<file path="src/hdl/clk_sel_pkg.sv">
// Constants, encodings and register map of the system clock source selector.
// Assumes a classic Wishbone slave with 32-bit data and byte addressing.
package clk_sel_pkg;

  // ----------------------------------------------------------------
  // Register bus
  // ----------------------------------------------------------------
  localparam int          WB_AW         = 4;
  localparam int          WB_DW         = 32;
  localparam logic [3:0]  ADR_SYS_MODE  = 4'h0;
  localparam logic [3:0]  ADR_TIME_BASE = 4'h4;
  localparam logic [3:0]  ADR_STATUS    = 4'h8;

  // ----------------------------------------------------------------
  // Field layout and reset values
  // ----------------------------------------------------------------
  localparam int          DIV_W         = 3;
  localparam int          LP_BIT        = 0;
  localparam int          SPEED_BIT     = 3;
  localparam logic        SPEED_RST     = 1'h1;
  localparam logic [2:0]  DIV_RST       = 3'h0;
  localparam logic        LP_RST        = 1'h0;

  // ----------------------------------------------------------------
  // Source frequencies in kHz (slow crystal in Hz), for reference only
  // ----------------------------------------------------------------
  localparam int          FAST_XTAL_MIN_KHZ  = 400;
  localparam int          FAST_XTAL_MAX_KHZ  = 16000;
  localparam int          EXT_RC_KHZ         = 8000;
  localparam int          XTAL_RANGE_KHZ     = 1000;
  localparam int          RESONATOR_KHZ      = 455;
  localparam int          SLOW_XTAL_HZ       = 32768;
  localparam int          SLOW_RC_KHZ        = 32;

  // ----------------------------------------------------------------
  // Configuration option encodings
  // ----------------------------------------------------------------
  typedef enum logic [1:0] {
    SRC_EXT_FAST_CRYSTAL = 2'h0,
    SRC_EXT_RC_SOURCE    = 2'h1,
    SRC_EXT_CLOCK_INPUT  = 2'h2,
    SRC_INT_FAST_RC      = 2'h3
  } fast_src_t;

  typedef enum logic {
    SRC_EXT_SLOW_CRYSTAL = 1'h0,
    SRC_INT_SLOW_RC      = 1'h1
  } slow_src_t;

  typedef enum logic [1:0] {
    XTAL_LOW  = 2'h0,
    XTAL_HIGH = 2'h1,
    XTAL_455  = 2'h2
  } xtal_range_t;

  typedef enum logic [1:0] {
    RC_4MHZ  = 2'h0,
    RC_8MHZ  = 2'h1,
    RC_12MHZ = 2'h2
  } rc_freq_t;

  localparam int NUM_FAST = 4;
  localparam int NUM_SLOW = 2;

  // Clock handover state, Gray along the usual path
  typedef enum logic {
    SW_RUN  = 1'h0,
    SW_PEND = 1'h1
  } switch_state_t;

endpackage : clk_sel_pkg

</file>
<file path="src/hdl/clk_div_if.sv">
// Carrier between the selector and its tick divider.
// Assumes both ends run on the same clock.
`timescale 1ns/10ps
interface clk_div_if;
  logic                          srcTick;
  logic [clk_sel_pkg::DIV_W-1:0] divSel;
  logic                          outTick;
  logic                          idle;

  modport ctl (output srcTick, output divSel, input outTick, input idle);
  modport div (input srcTick, input divSel, output outTick, output idle);
endinterface : clk_div_if

</file>
<file path="src/hdl/clk_tick_divider.sv">
// Divides the selected source tick by two to the power of divSel.
// Assumes divSel only changes while idle is high.
`timescale 1ns/10ps
module clk_tick_divider #(
  parameter int CNT_W = 7
) (
  input  wire logic clk,
  input  wire logic arst_n,
  clk_div_if.div    bus
);

  typedef struct packed {
    logic [CNT_W-1:0] cnt;
    logic             tick;
  } div_state_t;

  div_state_t q;
  div_state_t d;
  logic [CNT_W-1:0] last;

  assign last     = CNT_W'((1 << bus.divSel) - 1);
  assign bus.idle = (q.cnt == '0);
  assign bus.outTick = q.tick;

  // ----------------------------------------------------------------
  // Counter
  // ----------------------------------------------------------------
  always_comb begin
    d      = q;
    d.tick = 1'b0;
    if (bus.srcTick) begin
      if (q.cnt == last) begin
        d.cnt  = '0;
        d.tick = 1'b1;
      end else begin
        d.cnt = q.cnt + CNT_W'(1);
      end
    end
  end

  always_ff @(posedge clk or negedge arst_n) begin
    if (!arst_n) begin
      q <= '0;
    end else begin
      q <= d;
    end
  end
endmodule : clk_tick_divider

</file>
<file path="src/hdl/system_clock_source_select.sv">
// System clock source selector: picks a fast and a slow oscillator tick
// per configuration options, and lets software choose and divide one.
// Assumes every oscillator arrives as a one-cycle tick synchronous to clk.
//
// Contract
// - Six source types, four fast, two slow.
// - Exactly one fast, one slow source chosen.
// - Software picks fast or slow at run time.
// - Frequency set by speed bit and divider field.
// - Crystal range option, high at 1MHz up.
// - Dedicated option for 455kHz resonator mode.
// - Internal fast RC at 4, 8, 12MHz.
// - Slow oscillator also clocks watchdog and time base.
// - Slow crystal low-power bit, cleared at reset.
`timescale 1ns/10ps
module system_clock_source_select #(
  parameter int CNT_W = 7
) (
  input  wire logic                             clk,
  input  wire logic                             arst_n,
  input  wire logic                             cyc_i,
  input  wire logic                             stb_i,
  input  wire logic                             we_i,
  input  wire logic [clk_sel_pkg::WB_AW-1:0]    adr_i,
  input  wire logic [clk_sel_pkg::WB_DW-1:0]    dat_i,
  input  wire logic [3:0]                       sel_i,
  output logic                                  ack_o,
  output logic [clk_sel_pkg::WB_DW-1:0]         dat_o,
  input  wire clk_sel_pkg::fast_src_t           fastSrcCfg,
  input  wire clk_sel_pkg::slow_src_t           slowSrcCfg,
  input  wire clk_sel_pkg::xtal_range_t         xtalRangeCfg,
  input  wire logic [1:0]                       rcFreqCfg,
  input  wire logic [clk_sel_pkg::NUM_FAST-1:0] fastTicks,
  input  wire logic [clk_sel_pkg::NUM_SLOW-1:0] slowTicks,
  output logic                                  sysClkEn,
  output logic                                  wdtClkEn,
  output logic                                  timeBaseClkEn,
  output logic                                  xtalHighRange,
  output logic                                  xtal455Mode,
  output clk_sel_pkg::rc_freq_t                 rcFreqSel,
  output logic                                  slowCrystalLowPower
);

  typedef struct packed {
    logic                          ack;
    logic [clk_sel_pkg::WB_DW-1:0] dat;
    logic                          speedSel;
    logic [clk_sel_pkg::DIV_W-1:0] divSel;
    logic                          lowPower;
    clk_sel_pkg::switch_state_t    sw;
    logic                          actFast;
    logic [clk_sel_pkg::DIV_W-1:0] actDiv;
    logic                          wdtEn;
    logic                          tbEn;
    logic                          xtalHigh;
    logic                          xtal455;
    clk_sel_pkg::rc_freq_t         rcFreq;
  } sel_state_t;

  sel_state_t q;
  sel_state_t d;

  clk_div_if divBus ();

  logic fastTick;
  logic slowTick;
  logic hit;
  logic wrMode;
  logic wrTb;

  // ----------------------------------------------------------------
  // Source choice
  // ----------------------------------------------------------------
  // The encodings leave no room for a no-oscillator choice.
  assign fastTick = fastTicks[fastSrcCfg];
  assign slowTick = slowTicks[slowSrcCfg];

  assign divBus.srcTick = q.actFast ? fastTick : slowTick;
  assign divBus.divSel  = q.actDiv;

  clk_tick_divider #(
    .CNT_W (CNT_W)
  ) u_div (
    .clk    (clk),
    .arst_n (arst_n),
    .bus    (divBus)
  );

  // ----------------------------------------------------------------
  // Bus decode
  // ----------------------------------------------------------------
  assign hit    = cyc_i && stb_i && !q.ack;
  assign wrMode = hit && we_i && sel_i[0] && adr_i == clk_sel_pkg::ADR_SYS_MODE;
  assign wrTb   = hit && we_i && sel_i[0] && adr_i == clk_sel_pkg::ADR_TIME_BASE;

  always_comb begin
    d     = q;
    d.ack = hit;
    if (hit && !we_i) begin
      case (adr_i)
        clk_sel_pkg::ADR_SYS_MODE: begin
          d.dat = clk_sel_pkg::WB_DW'({q.speedSel, q.divSel});
        end
        clk_sel_pkg::ADR_TIME_BASE: begin
          d.dat = clk_sel_pkg::WB_DW'(q.lowPower);
        end
        clk_sel_pkg::ADR_STATUS: begin
          d.dat = clk_sel_pkg::WB_DW'({fastSrcCfg, slowSrcCfg, q.actDiv, q.sw, q.actFast});
        end
        default: begin
          d.dat = '0;
        end
      endcase
    end
    if (wrMode) begin
      d.speedSel = dat_i[clk_sel_pkg::SPEED_BIT];
      d.divSel   = dat_i[clk_sel_pkg::DIV_W-1:0];
    end
    if (wrTb) begin
      d.lowPower = dat_i[clk_sel_pkg::LP_BIT];
    end

    // ----------------------------------------------------------------
    // Handover
    // ----------------------------------------------------------------
    // A new source or divide only takes effect while the divider sits at
    // the start of a period, so no output period is ever cut short.
    case (q.sw)
      clk_sel_pkg::SW_RUN: begin
        if (q.speedSel != q.actFast || q.divSel != q.actDiv) begin
          d.sw = clk_sel_pkg::SW_PEND;
        end
      end
      clk_sel_pkg::SW_PEND: begin
        if (divBus.idle && !divBus.srcTick) begin
          d.actFast = q.speedSel;
          d.actDiv  = q.divSel;
          d.sw      = clk_sel_pkg::SW_RUN;
        end
      end
      default: begin
        d.sw = clk_sel_pkg::SW_RUN;
      end
    endcase

    // ----------------------------------------------------------------
    // Side clocks and analog option outputs
    // ----------------------------------------------------------------
    d.wdtEn    = slowTick;
    d.tbEn     = slowTick;
    d.xtalHigh = (xtalRangeCfg == clk_sel_pkg::XTAL_HIGH);
    d.xtal455  = (xtalRangeCfg == clk_sel_pkg::XTAL_455);
    case (rcFreqCfg)
      clk_sel_pkg::RC_8MHZ:  d.rcFreq = clk_sel_pkg::RC_8MHZ;
      clk_sel_pkg::RC_12MHZ: d.rcFreq = clk_sel_pkg::RC_12MHZ;
      default:               d.rcFreq = clk_sel_pkg::RC_4MHZ;
    endcase
  end

  always_ff @(posedge clk or negedge arst_n) begin
    if (!arst_n) begin
      q          <= '0;
      q.speedSel <= clk_sel_pkg::SPEED_RST;
      q.divSel   <= clk_sel_pkg::DIV_RST;
      q.lowPower <= clk_sel_pkg::LP_RST;
      q.actFast  <= clk_sel_pkg::SPEED_RST;
      q.actDiv   <= clk_sel_pkg::DIV_RST;
      q.sw       <= clk_sel_pkg::SW_RUN;
      q.rcFreq   <= clk_sel_pkg::RC_4MHZ;
    end else begin
      q <= d;
    end
  end

  assign ack_o               = q.ack;
  assign dat_o               = q.dat;
  assign sysClkEn            = divBus.outTick;
  assign wdtClkEn            = q.wdtEn;
  assign timeBaseClkEn       = q.tbEn;
  assign xtalHighRange       = q.xtalHigh;
  assign xtal455Mode         = q.xtal455;
  assign rcFreqSel           = q.rcFreq;
  assign slowCrystalLowPower = q.lowPower;
endmodule : system_clock_source_select

</file>
<file path="config.mk">
export PLATFORM = sky130hd
export DESIGN_NAME = system_clock_source_select
export DESIGN_NICKNAME = d
export VERILOG_FILES = /design/src/hdl/clk_sel_pkg.sv /design/src/hdl/clk_div_if.sv /design/src/hdl/clk_tick_divider.sv /design/src/hdl/system_clock_source_select.sv
export SDC_FILE = /design/constraint.sdc
export NUM_CORES = 1
export LEC_CHECK = 0
export BUFFER_PORTS_ARGS = -buffer_cell sky130_fd_sc_hd__buf_4
export CAP_MARGIN = 20
export CORE_MARGIN = 3
export CORE_UTILIZATION = 44
export CTS_BUF_LIST = sky130_fd_sc_hd__clkbuf_16
export CTS_CLUSTER_DIAMETER = 80
export DETAILED_ROUTE_END_ITERATION = 12
export PLACE_DENSITY = 0.77
export SYNTH_ARGS = -nofsm -noshare
export SYNTH_HDL_FRONTEND = slang
export SYNTH_HIERARCHICAL = 1
export SYNTH_SLANG_ARGS = --single-unit
export TNS_END_PERCENT = 50
</file>
<file path="constraint.sdc">
create_clock -name clk -period 2.75 [get_ports clk]
set_input_delay 0.1375 -clock clk [delete_from_list [all_inputs] [get_ports clk]]
set_output_delay 0.1375 -clock clk [all_outputs]
set_load 0.02 [all_outputs]
</file>
==> results of run 1 <==
[how the worst max path moves through the flow]
stage               depth (start not counted)               end  slack [ns]
CTS                                         7  divBus.divSel[2]        0.28
detailed placement                          7  divBus.divSel[1]        0.32
floorplan                                   7  divBus.divSel[0]        0.56
global placement                            7  divBus.divSel[2]        0.30
finish                                      7  divBus.divSel[2]        0.28
global route                                7  divBus.divSel[0]        0.19
[stage by stage]
step | hold WS [ns] | setup slack [ns] | power (W)
finish | 0.00769 | 0.281 | 0.00192
global route | 0.0124 | 0.186 | 0.00204
CTS | 0.00474 | 0.278 | 0.00193
detailed placement | 0.103 | 0.320 | 0.00129
global placement | 0.100 | 0.301 | 0.00127
floorplan | -0.158 | 0.561 | 0.00118
[per-layer routing]
metal	share of wire, %	routed length (um)	track usage, %
met2	47	1780	25.1
met4	2.3	85	7.99
met1	44	1640	18.7
met5	0	0	0
met3	6.9	260	2.74
[sequential cells by signal (all words and copies together), names as in the netlist]
register,cells
xtal455Mode,1
rcFreqSel,2
u_div/q,7
u_div/bus.outTick,1
dat_o,8
timeBaseClkEn,1
slowCrystalLowPower,1
xtalHighRange,1
q,6
divBus.divSel,3
ack_o,1
[power by group through the flow]
stage          clock network, W  logic [W]  registers (W)
6_report               0.000626   0.000605       0.000684
5_1_grt                0.000658   0.000681       0.000698
4_1_cts                0.000639   0.000609       0.000680
3_5_place_dp                  0   0.000603       0.000689
3_3_place_gp                  0   0.000586       0.000686
2_1_floorplan                 0   0.000527       0.000651
[layout make-up]
cell class              instances  area, um2
clock buffers                   5        125
clock inverters                 3       42.5
fillers                       358       1840
inverters                       4       15.0
multi-input cells             134        947
flip-flops and latches         32        803
well taps                      50       62.6
repair buffers                 44        333
[worst max-delay path, stage by stage, from the launching register on]
cell and delay [ns]:
dfrtp_1 0.42, inv_1 0.15, ha_1 0.15, or4b_2 0.57
nor3_1 0.22, nand2_1 0.16, nor3b_4 0.35, mux2_4 0.33
[kinds of logic after synthesis]
logic type / Yosys count / share of synthesized area (%)
XOR/XNOR: 5 / 2.20
AND/OR/NAND/NOR: 51 / 16.2
adder cells (fa/ha/maj): 2 / 1.26
other: 1 / 0.188
buffers and inverters: 45 / 16.4
AO/OA/AOI/OAI: 35 / 13.5
flip-flops: 32 / 40.4
multiplexers: 17 / 9.93
[timing repair]
item                       in CTS  in global routing
hold buffers                    1                  0
hold endpoints to repair       30                  0
setup endpoints to repair       0                  0
gates resized for setup         0                  0
[cell usage after synthesis, types with 3 or more instances]
| library cell | instances | area share [%] |
|---|---|---|
| a21oi_1 | 5 | 1.3 |
| a22o_1 | 3 | 1.3 |
| buf_4 | 35 | 13 |
| dfrtp_1 | 30 | 38 |
| inv_1 | 4 | 0.75 |
| mux2_2 | 6 | 3.4 |
| mux2_4 | 4 | 3.0 |
| mux2i_1 | 7 | 3.5 |
| nand2_1 | 13 | 2.5 |
| nand3_1 | 3 | 0.75 |
| nor2_1 | 5 | 0.94 |
| nor2b_1 | 4 | 1.3 |
| o211ai_1 | 3 | 1.1 |
| o21ai_0 | 7 | 1.8 |
| o31ai_1 | 3 | 1.1 |
| xnor2_1 | 4 | 1.8 |
==> results.cfg, run 1 <==
[routing]
via_per_inst = 5.11
drt_wl_total_um = 3760
drtPass1Iterations = 4
post_drt_wl_per_cell_um = 13.8
drc = 0
drtIter0Drc = 96
num_vias = 1390
postRouteAntennaNets = 0

[die]
io_pins = 99
die-area_um2 = 5370
chipWidth_um = 73.3
die_height_um = 73.3
start_util_pct = 47.7
rows = 23
core_um2 = 4170

[finish]
n_antenna_cell = 0
fin_area_um2 = 2330
drive_gt1_share_pct = 35.1
final_util_pct = 55.8
syn_to_final_growth_pct = 17.0
nets = 281
layout_common_cells = buf_4, dfrtp_1, conb_1
final_common_cell = buf_4
instances_no_fill = 272

[pwr]
internal_power_w = 0.00126
seqPwrFrac_pct = 35.7
ir_drop_mv = 0.333
power_switching_w = 0.000656
p_clk_share_pct = 32.7
p_comb_share_pct = 31.6
p_leak_nw = 1.11
switching_share_pct = 34.3
p_per_area_nw_per_um2 = 823

[place]
postPlaceCellArea_um2 = 2150
hpwl_um = 2730
io_buffers = 43
dp.cells = 263
globalplace.congestion = 0.789

[clock_tree]
cts_max_path_buffers = 2
path_clk_slew_ns = 0.05
numClockSinks = 32
insertion_delay_ns = 0.28
htree_num_levels = 2
cts_made_buffers = 5
root_buffer = clkbuf_16
cts_setup_buffers = 0
cts_tree = built

[hold_path]
min_to = xtal455Mode
hold_start = xtalRangeCfg[0]
holdCritPathClass = in2reg
hold-path-cell-count = 2

[grt]
grt_start_max_net_pins = 33
antenna_found_initial = 0
grt_pass1_wl_um = 6260
grt_pass1_vias = 1370
grt_usage_pct = 15.2
gr-total-overflow = 0

[critical_path]
worst_r2r_endpoint = divBus.divSel[2]
cp.arrival_ns = 2.63
r2r_slack_ns = 0.28
startpoint = u_div/q[1]
critPathKind = reg2reg
worst_ep_required_time_ns = 2.91
cp_max_fo = 5
r2r_cells = 7
critPathLaunchType = register
cp-end-kind = register
rr_startpoint = u_div/q[1]

[yosys]
synth_cell_type_count = 56
ys_seq_area_share_pct = 40.4
syn_inst = 188
ys_ff_latch = 32
ys_async_sr_fraction_pct = 100
mappedNetlistArea_um2 = 1990
yosysWarnings = 6
synth_area_per_cell_um2 = 10.6
synthFlopType = dfrtp_1
synth_edf_count = 0

[sta]
fin_setup_tns_ns = 0
clock.fmax_ghz = 0.405
rsz0062_at_grt = false
hold_viol = 0
setup_viol = 0
drv_slew = 0
post-route-min-period_ns = 2.47
finClkSkew_ns = 0.00404
finalCritPeriodShare_pct = 89.8

[run_status]
status = finished clean

[flow_run]
maxCapViolCount = 0
Power figures use the tool's default switching activity.
==> run 2: changes to the inputs <==
--- a/config.mk
+++ b/config.mk
@@ -5,14 +5,15 @@
 export SDC_FILE = /design/constraint.sdc
 export NUM_CORES = 1
 export LEC_CHECK = 0
+export ABC_AREA = 1
 export BUFFER_PORTS_ARGS = -buffer_cell sky130_fd_sc_hd__buf_4
 export CAP_MARGIN = 20
 export CORE_MARGIN = 3
-export CORE_UTILIZATION = 44
+export CORE_UTILIZATION = 46
 export CTS_BUF_LIST = sky130_fd_sc_hd__clkbuf_16
 export CTS_CLUSTER_DIAMETER = 80
 export DETAILED_ROUTE_END_ITERATION = 12
-export PLACE_DENSITY = 0.77
+export PLACE_DENSITY = 0.8
 export SYNTH_ARGS = -nofsm -noshare
 export SYNTH_HDL_FRONTEND = slang
 export SYNTH_HIERARCHICAL = 1
==> results.cfg, run 2 <==
[yosys]
syn_inst = 265
synth_cell_type_count = 22
synth_top_cell_area_share_pct = 38.0
synth_area_per_cell_um2 = 7.45
synth.most_common_cell = nand2_1
synth.area.top_cells = dfrtp_1, nand2_1, buf_4, inv_1, nor2_1
ys_ff_latch = 32
mappedNetlistArea_um2 = 1970
synthFlopType = dfrtp_1
ys_seq_area_share_pct = 40.7
synth_common_cells = nand2_1, buf_4, inv_1
synth_edf_count = 0
yosysWarnings = 6
synth_top_area_cell = dfrtp_1
ys_async_sr_fraction_pct = 100

[flow_run]
maxCapViolCount = 0

[die]
rows = 23
die_height_um = 71.5
die-area_um2 = 5110
start_util_pct = 48.6
chipWidth_um = 71.5
io_pins = 99
core_um2 = 4060

[place]
io_buffers = 43
dp.cells = 346
hpwl_um = 2850
globalplace.congestion = 0.861

[sta]
finClkSkew_ns = 0.00490
clock.fmax_ghz = 0.580
drv_slew = 0
fin_setup_tns_ns = 0
finalCritPeriodShare_pct = 62.7
rsz0062_at_grt = false
hold_viol = 0
setup_viol = 0
whs_ns = 0.0155
post-route-min-period_ns = 1.73

[routing]
drtIter0Drc = 90
postRouteAntennaNets = 0
drtPass1Iterations = 4
num_vias = 1613
drc = 0
via_per_inst = 4.54
post_drt_wl_per_cell_um = 10.3
drt_wl_total_um = 3650

[critical_path]
cp-end-kind = register
critPathKind = reg2reg
cp_max_fo = 6
cp.arrival_ns = 1.93
worst_ep_required_time_ns = 2.96
critPathLaunchType = register

[clock_tree]
htree_num_levels = 2
numClockSinks = 32
cts_setup_buffers = 0
cts_made_buffers = 5
cts-hold-fix-buffers = 1
path_clk_slew_ns = 0.05
cts_resized = 0
root_buffer = clkbuf_16
insertion_delay_ns = 0.27
cts_max_path_buffers = 2
cts_tree = built

[finish]
layout_common_cells = nand2_1, buf_4, inv_1
drive_gt1_share_pct = 22.6
instances_no_fill = 355
fill_cells = 365
largest_reg_flops = 8
n_antenna_cell = 0
final_common_cell = nand2_1
nets = 364
syn_to_final_growth_pct = 19.6

[pwr]
p_per_area_nw_per_um2 = 674
ir_drop_mv = 0.397
p_leak_nw = 1.34

[grt]
grt_pass1_wl_um = 6350
gr-total-overflow = 0
grt_usage_pct = 15.6
grt_start_max_net_pins = 33
antenna_found_initial = 0
grt_pass1_vias = 1505

[hold_path]
holdCritPathClass = in2reg

[run_status]
status = finished clean
## run 2: cell count changes in the layout (fill, tap and decap cells not counted), moves of 5 or more
| cell | change |
|---|---|
| mux2i_1 | -7 |
| nand2_1 | +68 |
| nor2_1 | +16 |
| mux2_2 | -6 |
| nand3_1 | +9 |
| inv_1 | +31 |
| nand4_1 | +5 |
| nand2_2 | +5 |
## run 2: final cells by class
| class | instances | area (um2) | area share (%) |
|---|---|---|---|
| Multi-Input combinational cell | 182 | 847 | 35.9 |
| Tap cell | 50 | 62.6 | 2.65 |
| Timing Repair Buffer | 44 | 333 | 14.1 |
| Inverter | 39 | 146 | 6.20 |
| Sequential cell | 32 | 803 | 34.0 |
| Clock inverter | 3 | 42.5 | 1.80 |
| Clock buffer | 5 | 125 | 5.30 |
## run 2: final timing paths
| path | end | slack (ns) | cells after the start | start |
|---|---|---|---|---|
| worst min register to register | dat_o[4] | 0.48 | 2 | dat_o[4] |
| worst max-delay path | u_div/q[6] | 1.02 | 7 | q[9] |
| worst min-delay path | rcFreqSel[1] | 0.02 | 2 | rcFreqCfg[0] |
| worst max register to register | u_div/q[6] | 1.02 | 7 | q[9] |
| min in group asynchronous | q[12] | 0.34 | 2 | arst_n |
| max in group asynchronous | q[15] | 2.09 | 2 | arst_n |
## run 2: per-stage QoR
stage          util (%)  setup WS, ns  instance area, um2  power [W]
2_1_floorplan         -          1.25                2060   0.000895
3_3_place_gp       53.8          1.06                2180   0.000962
3_5_place_dp       53.8          1.04                2180   0.000978
4_1_cts            58.2          1.03                2360    0.00161
5_1_grt            58.2         0.865                2360    0.00169
6_report           58.2          1.02                2360    0.00159
## run 2: cell families (layout without fill, tap and decap cells)
| family | Yosys count | in the layout | synth area share [%] |
|---|---|---|---|
| AO/OA/AOI/OAI | 13 | 13 | 3.36 |
| XOR/XNOR | 7 | 7 | 3.11 |
| adder cells (fa/ha/maj) | 2 | 2 | 1.27 |
| buffers and inverters | 74 | 91 | 20.7 |
| flip-flops | 32 | 32 | 40.7 |
| other | 1 | 24 | 0.190 |
| AND/OR/NAND/NOR | 136 | 136 | 30.6 |
## run 2: routing by layer
layer  routed length, um  share of wire [%]  global-route usage, %
met3                 231                6.3                   3.51
met5                   0                  0                      0
met2                1800                 49                   26.0
met4                  37                1.0                   5.64
met1                1580                 43                   19.7
## run 2: worst max-delay path, cell delays in order (launching register included)
cell	delay, ns
dfstp_2	0.56
nand2_2	0.10
nand2_1	0.14
inv_1	0.13
nor3_1	0.31
nand3_1	0.14
xor2_1	0.16
nor2_1	0.10
## run 2: report_power, final
| group | switching [W] | internal, W | total [W] |
|---|---|---|---|
| Combinational | 0.000212 | 0.000139 | 0.000351 |
| Clock | 0.000195 | 0.000425 | 0.000619 |
| Sequential | 0.0000817 | 0.000538 | 0.000619 |
| Total | 0.000489 | 0.00110 | 0.00159 |
